[src/verilog/spi_pkg.sv]
// Purpose: Shared constants and types for the serial port block.
// Assumes: 16-bit register port, byte offsets on word boundaries.
// Notes:
// Function
// 16-bit shift register, separate software buffer
// Four pins: data in, out, clock, select
// Master drives shift clock; slave receives it
// Enable bit claims pins; clear switches off
// Stop-in-idle bit halts module during idle
// Overflow: new word discarded, flag set
// Transmit full set on write, cleared on load
// Receive full set on store, cleared on read
// Overflow cleared only by writing zero
package spi_pkg;
	typedef logic [15:0] word_t;
	typedef logic [4:0]  addr_t;

	typedef enum logic [2:0] {
		ST_IDLE = 3'b001,
		ST_LOW  = 3'b010,
		ST_HIGH = 3'b100
	} shift_state_t;

	localparam addr_t ADDR_STAT = 5'h00;
	localparam addr_t ADDR_CTRL = 5'h04;
	localparam addr_t ADDR_BUF  = 5'h08;
	localparam addr_t ADDR_IRQS = 5'h0C;
	localparam addr_t ADDR_IRQM = 5'h10;

	localparam int EN_BIT     = 15;
	localparam int SIDL_BIT   = 13;
	localparam int OVF_BIT    = 6;
	localparam int TBF_BIT    = 1;
	localparam int RBF_BIT    = 0;
	localparam int MASTER_BIT = 0;

	localparam int IRQ_RX  = 0;
	localparam int IRQ_TX  = 1;
	localparam int IRQ_OVF = 2;
	typedef logic [2:0] irq_t;

	localparam word_t STAT_RESET = 16'h0000;
	localparam word_t WORD_ZERO  = 16'h0000;
	localparam irq_t  IRQ_RESET  = 3'h0;

	localparam logic [3:0] LAST_BIT        = 4'hF;
	localparam logic [3:0] SCK_HALF_CYCLES = 4'h4;
endpackage : spi_pkg

[src/verilog/link_if.sv]
// Purpose: Sampled link signals passed from the pin sampler to the core.
// Assumes: All members are in the clk domain.
// Notes: Edges are one-cycle pulses.
`timescale 1ns/1ps
interface link_if;
	logic sck_rise;
	logic sck_fall;
	logic sdi;
	logic ss_n;

	modport drv  (output sck_rise, output sck_fall, output sdi, output ss_n);
	modport core (input sck_rise, input sck_fall, input sdi, input ss_n);
endinterface : link_if

[src/verilog/spi_master_slave_port.sv]
// Purpose: Serial port core with register port, master and slave modes.
// Assumes: Clock idles low, data sampled on rising, shifted on falling.
// Notes: Slave clock must stay well below clk/6 for edge detection.
`timescale 1ns/1ps
module spi_master_slave_port
	import spi_pkg::*;
(
	// System
	input  wire logic  clk,
	input  wire logic  rstn,
	input  wire logic  idle_mode,
	// Register port
	input  wire addr_t addr,
	input  wire word_t wdata,
	input  wire logic  wr,
	input  wire logic  rd,
	output word_t      rdata,
	// Link pins
	input  wire logic  shift_clock_i,
	output logic       shift_clock_o,
	output logic       shift_clock_oe,
	input  wire logic  serial_data_in,
	output logic       serial_data_out,
	output logic       serial_data_out_oe,
	input  wire logic  slave_select_n,
	// Interrupt
	output logic       irq
);
	link_if lk ();

	link_sampler u_sampler (
		.clk            (clk),
		.rstn           (rstn),
		.shift_clock_i  (shift_clock_i),
		.serial_data_in (serial_data_in),
		.slave_select_n (slave_select_n),
		.lk             (lk.drv)
	);

	shift_state_t state_r;
	logic         module_enable_r;
	logic         stop_in_idle_r;
	logic         master_mode_r;
	word_t        tx_holding_reg_r;
	word_t        rx_holding_reg_r;
	word_t        serial_shift_reg_r;
	logic         tx_buffer_full_r;
	logic         rx_buffer_full_r;
	logic         rx_overflow_flag_r;
	logic [3:0]   bit_cnt_r;
	logic [3:0]   div_cnt_r;
	logic         sample_r;
	irq_t         irq_stat_r;
	irq_t         irq_mask_r;
	word_t        rdata_r;
	logic         irq_r;
	logic         sck_o_r;
	logic         sck_oe_r;
	logic         sdo_oe_r;

	logic         halt;
	logic         run;
	logic         stat_wr;
	logic         ctrl_wr;
	logic         buf_wr;
	logic         buf_rd;
	logic         irqs_wr;
	logic         irqm_wr;
	logic         deselect;
	logic         start;
	logic         tx_load;
	logic         half_end;
	logic         rise_ev;
	logic         fall_ev;
	logic         word_done;
	logic         rx_store;
	logic         ovf_set;
	word_t        shift_nxt;
	word_t        stat_word;
	irq_t         irq_ev;

	// Register decode
	assign stat_wr = wr && addr == ADDR_STAT;
	assign ctrl_wr = wr && addr == ADDR_CTRL;
	assign buf_wr  = wr && addr == ADDR_BUF;
	assign buf_rd  = rd && addr == ADDR_BUF;
	assign irqs_wr = wr && addr == ADDR_IRQS;
	assign irqm_wr = wr && addr == ADDR_IRQM;

	// Engine control
	assign halt     = stop_in_idle_r & idle_mode;
	assign run      = module_enable_r & ~halt;
	assign deselect = ~master_mode_r & lk.ss_n;
	assign start    = run && state_r == ST_IDLE &&
		(master_mode_r ? tx_buffer_full_r : ~lk.ss_n);
	assign tx_load  = start & tx_buffer_full_r;
	assign half_end = div_cnt_r == SCK_HALF_CYCLES - 4'h1;
	// Master times its own edges; slave follows the sampled pin
	assign rise_ev  = run && state_r == ST_LOW &&
		(master_mode_r ? half_end : lk.sck_rise);
	assign fall_ev  = run && state_r == ST_HIGH &&
		(master_mode_r ? half_end : lk.sck_fall);
	assign word_done = fall_ev && bit_cnt_r == LAST_BIT;
	assign shift_nxt = {serial_shift_reg_r[14:0], sample_r};
	// A read in the same cycle frees the buffer for the new word
	assign rx_store  = word_done & (~rx_buffer_full_r | buf_rd);
	assign ovf_set   = word_done & rx_buffer_full_r & ~buf_rd;
	assign irq_ev    = {ovf_set, tx_load, rx_store};

	always_comb begin
		stat_word           = STAT_RESET;
		stat_word[EN_BIT]   = module_enable_r;
		stat_word[SIDL_BIT] = stop_in_idle_r;
		stat_word[OVF_BIT]  = rx_overflow_flag_r;
		stat_word[TBF_BIT]  = tx_buffer_full_r;
		stat_word[RBF_BIT]  = rx_buffer_full_r;
	end

	// Shift engine state
	always_ff @(posedge clk) begin
		if (!rstn) begin
			state_r <= ST_IDLE;
		end else if (!module_enable_r || (deselect && state_r != ST_IDLE)) begin
			state_r <= ST_IDLE;
		end else begin
			unique case (state_r)
				ST_IDLE: begin
					if (start) begin
						state_r <= ST_LOW;
					end
				end
				ST_LOW: begin
					if (rise_ev) begin
						state_r <= ST_HIGH;
					end
				end
				ST_HIGH: begin
					if (word_done) begin
						state_r <= ST_IDLE;
					end else if (fall_ev) begin
						state_r <= ST_LOW;
					end
				end
			endcase
		end
	end

	// Master half-period divider, frozen while halted
	always_ff @(posedge clk) begin
		if (!rstn) begin
			div_cnt_r <= 4'h0;
		end else if (!module_enable_r || state_r == ST_IDLE) begin
			div_cnt_r <= 4'h0;
		end else if (run) begin
			div_cnt_r <= half_end ? 4'h0 : div_cnt_r + 4'h1;
		end
	end

	always_ff @(posedge clk) begin
		if (!rstn) begin
			bit_cnt_r <= 4'h0;
		end else if (state_r == ST_IDLE) begin
			bit_cnt_r <= 4'h0;
		end else if (fall_ev) begin
			bit_cnt_r <= bit_cnt_r + 4'h1;
		end
	end

	always_ff @(posedge clk) begin
		if (!rstn) begin
			sample_r <= 1'b0;
		end else if (rise_ev) begin
			sample_r <= lk.sdi;
		end
	end

	// Slave with nothing queued answers with zeros
	always_ff @(posedge clk) begin
		if (!rstn) begin
			serial_shift_reg_r <= WORD_ZERO;
		end else if (start) begin
			serial_shift_reg_r <= tx_buffer_full_r ? tx_holding_reg_r : WORD_ZERO;
		end else if (fall_ev) begin
			serial_shift_reg_r <= shift_nxt;
		end
	end

	// Transmit holding; a write while full replaces the queued word
	always_ff @(posedge clk) begin
		if (!rstn) begin
			tx_holding_reg_r <= WORD_ZERO;
		end else if (buf_wr) begin
			tx_holding_reg_r <= wdata;
		end
	end

	always_ff @(posedge clk) begin
		if (!rstn) begin
			tx_buffer_full_r <= 1'b0;
		end else if (buf_wr) begin
			tx_buffer_full_r <= 1'b1;
		end else if (tx_load) begin
			tx_buffer_full_r <= 1'b0;
		end
	end

	always_ff @(posedge clk) begin
		if (!rstn) begin
			rx_holding_reg_r <= WORD_ZERO;
		end else if (rx_store) begin
			rx_holding_reg_r <= shift_nxt;
		end
	end

	always_ff @(posedge clk) begin
		if (!rstn) begin
			rx_buffer_full_r <= 1'b0;
		end else if (rx_store) begin
			rx_buffer_full_r <= 1'b1;
		end else if (buf_rd) begin
			rx_buffer_full_r <= 1'b0;
		end
	end

	// Set wins over a simultaneous clearing write
	always_ff @(posedge clk) begin
		if (!rstn) begin
			rx_overflow_flag_r <= 1'b0;
		end else if (ovf_set) begin
			rx_overflow_flag_r <= 1'b1;
		end else if (stat_wr && !wdata[OVF_BIT]) begin
			rx_overflow_flag_r <= 1'b0;
		end
	end

	// Control bits
	always_ff @(posedge clk) begin
		if (!rstn) begin
			module_enable_r <= 1'b0;
			stop_in_idle_r  <= 1'b0;
		end else if (stat_wr) begin
			module_enable_r <= wdata[EN_BIT];
			stop_in_idle_r  <= wdata[SIDL_BIT];
		end
	end

	always_ff @(posedge clk) begin
		if (!rstn) begin
			master_mode_r <= 1'b0;
		end else if (ctrl_wr) begin
			master_mode_r <= wdata[MASTER_BIT];
		end
	end

	// Interrupt status, write one to clear, events win
	always_ff @(posedge clk) begin
		if (!rstn) begin
			irq_stat_r <= IRQ_RESET;
		end else begin
			irq_stat_r <= (irq_stat_r & ~(irqs_wr ? wdata[2:0] : IRQ_RESET)) | irq_ev;
		end
	end

	always_ff @(posedge clk) begin
		if (!rstn) begin
			irq_mask_r <= IRQ_RESET;
		end else if (irqm_wr) begin
			irq_mask_r <= wdata[2:0];
		end
	end

	always_ff @(posedge clk) begin
		if (!rstn) begin
			irq_r <= 1'b0;
		end else begin
			irq_r <= |(irq_stat_r & irq_mask_r);
		end
	end

	// Read data valid only in the cycle after the strobe
	always_ff @(posedge clk) begin
		if (!rstn || !rd) begin
			rdata_r <= WORD_ZERO;
		end else begin
			unique case (addr)
				ADDR_STAT: rdata_r <= stat_word;
				ADDR_CTRL: rdata_r <= {15'h0000, master_mode_r};
				ADDR_BUF:  rdata_r <= rx_holding_reg_r;
				ADDR_IRQS: rdata_r <= {13'h0000, irq_stat_r};
				ADDR_IRQM: rdata_r <= {13'h0000, irq_mask_r};
				default:   rdata_r <= WORD_ZERO;
			endcase
		end
	end

	// Pin drivers
	always_ff @(posedge clk) begin
		if (!rstn) begin
			sck_o_r <= 1'b0;
		end else if (rise_ev && master_mode_r) begin
			sck_o_r <= 1'b1;
		end else if (fall_ev || state_r == ST_IDLE || !module_enable_r) begin
			sck_o_r <= 1'b0;
		end
	end

	always_ff @(posedge clk) begin
		if (!rstn) begin
			sck_oe_r <= 1'b0;
			sdo_oe_r <= 1'b0;
		end else begin
			sck_oe_r <= module_enable_r & master_mode_r;
			sdo_oe_r <= module_enable_r & (master_mode_r | ~lk.ss_n);
		end
	end

	assign shift_clock_o      = sck_o_r;
	assign shift_clock_oe     = sck_oe_r;
	assign serial_data_out    = serial_shift_reg_r[15];
	assign serial_data_out_oe = sdo_oe_r;
	assign rdata              = rdata_r;
	assign irq                = irq_r;
endmodule : spi_master_slave_port

[src/verilog/link_sampler.sv]
// Purpose: Synchronise link pins to clk and find shift clock edges.
// Assumes: Pins are asynchronous to clk.
// Notes: Edges lag the pin by one to two cycles.
`timescale 1ns/1ps
module link_sampler (
	// System
	input  wire logic clk,
	input  wire logic rstn,
	// Pins
	input  wire logic shift_clock_i,
	input  wire logic serial_data_in,
	input  wire logic slave_select_n,
	// Core side
	link_if.drv       lk
);
	logic sck_s1_r;
	logic sck_s2_r;
	logic sck_s3_r;
	logic sdi_s1_r;
	logic sdi_s2_r;
	logic ss_s1_r;
	logic ss_s2_r;

	always_ff @(posedge clk) begin
		if (!rstn) begin
			sck_s1_r <= 1'b0;
			sck_s2_r <= 1'b0;
			sck_s3_r <= 1'b0;
			sdi_s1_r <= 1'b0;
			sdi_s2_r <= 1'b0;
			ss_s1_r  <= 1'b1;
			ss_s2_r  <= 1'b1;
		end else begin
			sck_s1_r <= shift_clock_i;
			sck_s2_r <= sck_s1_r;
			sck_s3_r <= sck_s2_r;
			sdi_s1_r <= serial_data_in;
			sdi_s2_r <= sdi_s1_r;
			ss_s1_r  <= slave_select_n;
			ss_s2_r  <= ss_s1_r;
		end
	end

	// Edge detect looks only past the second stage
	assign lk.sck_rise = sck_s2_r & ~sck_s3_r;
	assign lk.sck_fall = ~sck_s2_r & sck_s3_r;
	assign lk.sdi      = sdi_s2_r;
	assign lk.ss_n     = ss_s2_r;
endmodule : link_sampler

[config.mk]
export PLATFORM = sky130hd
export DESIGN_NAME = spi_master_slave_port
export DESIGN_NICKNAME = d
export VERILOG_FILES = /design/src/verilog/spi_pkg.sv /design/src/verilog/link_if.sv /design/src/verilog/spi_master_slave_port.sv /design/src/verilog/link_sampler.sv
export SDC_FILE = /design/constraint.sdc
export NUM_CORES = 1
export LEC_CHECK = 0
export ABC_AREA = 1
export BUFFER_PORTS_ARGS = -buffer_cell sky130_fd_sc_hd__buf_2
export CAP_MARGIN = 10
export CORE_AREA = 5 5 120 122
export CTS_CLUSTER_DIAMETER = 150
export DETAILED_ROUTE_END_ITERATION = 6
export DIE_AREA = 0 0 125 127
export PLACE_DENSITY = 0.56
export SLEW_MARGIN = 20
export SYNTH_ARGS = -nofsm -noshare
export SYNTH_HDL_FRONTEND = slang
export SYNTH_SLANG_ARGS = --single-unit
[constraint.sdc]
create_clock -name clk -period 1.95 [get_ports clk]
set_clock_uncertainty 0.05 [all_clocks]
set_input_delay 0.195 -clock clk [delete_from_list [all_inputs] [get_ports clk]]
set_output_delay 0.195 -clock clk [all_outputs]
set_load 0.02 [all_outputs]
==> reports/metrics.cfg <==
[floorplanning]
dieArea_um2=15900
ios=50
core-area_um2=13100
die_w_um=125
die_h_um=127
rows=42
start_util_pct=29.6

[synthesis]
ys_warn_count=0
synth_fp_nets=528
synth-main-ff-cell=dfxtp_1
netlist_area_um2=3880
seq_area_frac_synth_pct=51.1
ys_ff_latch=99
async_reset_ff_share_pct=0
synth.distinct_cells=31
avgSynthCellArea_um2=7.80
synth_cells=497
synth_edf_count=0

[clock_tree]
clockBufferDepth=2
insertion_delay_ns=0.34
htree_levels=3
cts_tree=built
path_clk_slew_ns=0.06
clock-root-buffer=clkbuf_16
cts_resized=0
cts.sinks=99
cts_made_buffers=9

[drt]
ant_nets=0
drt_iter0_drc=216
first_pass_iters=4
route.detailed.drc=0
avgRoutedWirePerCell_um=13.2
via_count=3433
wirelength_mm=9.66
via_per_inst=4.70

[timing]
holdWs_ns=0.0754
finalSetupViolCount=0
worst_pin_slew_ns=0.532
fin_setup_tns_ns=0
final_max_slew_viol_count=0
rsz0062_at_grt=false
finalWorstSetupSlack_ns=0.193
max_freq_ghz=0.569
hold_viol_final=0
slew_headroom_pct=64.5
period_needed_ns=1.76
fin_crit_sh_pct=90.1

[global_route]
first_global_vias=3395
antenna_found_initial=0
grt.met1_usage_pct=16.3
use_met3_pct=2.92
overflow=0
grt_max_degree=36
grt_pass1_wl_mm=16.2
grt_busiest_layer=met2
grt_use_total_pct=12.4
grtUsageMet2_pct=19.7

[cells_and_area]
drive_gt1_share_pct=17.1
fin_nets=580
nFillCells=1339
register_area_um2=1980
diodes=0
multi_input_area_um2=1610
area_growth_pct=20.0

[worst_setup_path]
path_buf_inv=1
cp_data_required_time_ns=2.12
crit_type=register to register
cp_slowest_cell=dfxtp_1
slowest_delay_ns=0.37
critPathMostFrequentCell=nand2_1
crit_family=simple AND/OR/NAND/NOR gates
path_cells=ha_1 -> nand2_1 -> nand2_1 -> nand2_2 -> nor2_4 -> nand3_2 -> buf_4 -> o21ai_0 -> a21oi_1
critPathLaunchType=register
crit_path_end_kind=register
arrival_ns=1.93
path_max_fanout=20

[pwr]
cellPowerDensity_nw_per_um2=842
power_w=0.00392
cellLeakagePower_nw=1.88
ir_drop_v=0.000297

[place]
gp_congestion=0.819
pre_cts_slack_ns=0.192
hpwl_mm=7.18
portBuffers=49

[min_path]
hold_path_class=input port to register

[job]
maxCapViolCount=0

[status]
outcome=complete, no violations

path summary, 6_finish.rpt:
check | from | to | slack, ns | cells after the start
worst min-delay path | wdata[4] | tx_holding_reg_r[4] | 0.08 | 3
worst max register to register | div_cnt_r[0] | rx_holding_reg_r[8] | 0.19 | 9
worst max-delay path | div_cnt_r[0] | rx_holding_reg_r[8] | 0.19 | 9
worst min register to register | u_sampler.sck_s1_r | u_sampler.sck_s2_r | 0.36 | 2
cell type report:
cell class / instances / area share, %
multi-input cells: 328 / 34.7
flip-flops and latches: 99 / 42.6
repair buffers: 66 / 8.18
clock inverters: 5 / 1.16
clock buffers: 11 / 5.00
inverters: 45 / 3.63
well taps: 176 / 4.73
metal layers:
| metal | share of wire, % | wire length [um] |
|---|---|---|
| met1 | 49 | 4720 |
| met2 | 46 | 4410 |
| met3 | 3.9 | 373 |
| met4 | 1.7 | 160 |
| met5 | 0 | 0 |
per-stage QoR:
| stage | instances | util, % | area, um2 |
|---|---|---|---|
| after floorplan | 497 | - | 3880 |
| after global placement | 710 | 33.1 | 4330 |
| after detailed placement | 710 | 33.1 | 4330 |
| after CTS | 729 | 35.5 | 4640 |
| after global routing | 730 | 35.5 | 4650 |
| final | 730 | 35.5 | 4650 |
what timing repair did:
action / in CTS / in global routing
endpoints found under the hold margin: 3 / 0
buffers inserted: 0 / 1
endpoints found under the setup margin: 0 / 2
hold buffers: 3 / 0
synthesized netlist by cell type, types with 2 or more instances:
cell type | instances | area share [%]
nor4_1 | 2 | 0.32
buf_2 | 3 | 0.39
o21ai_1 | 16 | 2.1
nand3_1 | 32 | 4.1
nor3_1 | 13 | 1.7
nor2_1 | 37 | 3.6
nand4_1 | 17 | 2.7
inv_1 | 39 | 3.8
or2_2 | 3 | 0.48
nand3b_1 | 2 | 0.39
o21ai_0 | 46 | 5.9
ha_1 | 2 | 0.65
a21oi_1 | 63 | 8.1
buf_6 | 2 | 0.58
clkbuf_1 | 20 | 1.9
inv_2 | 6 | 0.58
nor2_4 | 2 | 0.58
dfxtp_1 | 99 | 51
nand2_1 | 81 | 7.8
state kept, by name, indices dropped and copies added, names as in the netlist, 3 cells and up:
register	count
irq_stat_r	3
serial_shift_reg_r	16
rdata	16
tx_holding_reg_r	16
state_r	3
irq_mask_r	3
div_cnt_r	4
bit_cnt_r	4
rx_holding_reg_r	16
placed cells by master, fill, tap and decap left out, drive strengths merged:
cell type | Yosys | routed
nand3b | 2 | 2
dlygate4sd3 | 0 | 3
or2 | 3 | 3
nor2 | 40 | 40
ha | 2 | 2
clkbuf | 20 | 11
bufinv | 0 | 1
nand3 | 33 | 33
buf | 5 | 63
nand2 | 84 | 84
nor3 | 13 | 13
xnor2 | 1 | 1
o21ai | 63 | 63
a21oi | 64 | 64
nand4 | 17 | 17
a41oi | 1 | 1
o21a | 1 | 1
clkinv | 0 | 4
nor4 | 2 | 2
and3 | 1 | 1
o221ai | 1 | 1
inv | 45 | 45
dfxtp | 99 | 99
logic make-up (layout without fill, tap and decap cells):
kind of cell	count (synthesis)	after routing	synth area share (%)
adder cells (fa/ha/maj)	2	2	0.645
AND/OR/NAND/NOR	195	195	23.3
XOR/XNOR	1	1	0.226
flip-flops	99	99	51.1
buffers and inverters	70	127	7.26
AO/OA/AOI/OAI	130	130	17.4
worst reg2reg max path, cell delays in order (launching register included):
cell and delay [ns]:
dfxtp_1 0.37, ha_1 0.21, nand2_1 0.11, nand2_1 0.12, nand2_2 0.07, nor2_4 0.18
nand3_2 0.11, buf_4 0.21, o21ai_0 0.17, a21oi_1 0.06
report_power, final:
group / leakage [nW] / internal [W] / switching (W) / total [W]
clock network: 0.143 / 0.000991 / 0.000743 / 0.00173
logic: 0.940 / 0.0000499 / 0.0000926 / 0.000142
registers: 0.799 / 0.00203 / 0.00000608 / 0.00204
No activity file was read; power rests on OpenSTA's default activity.
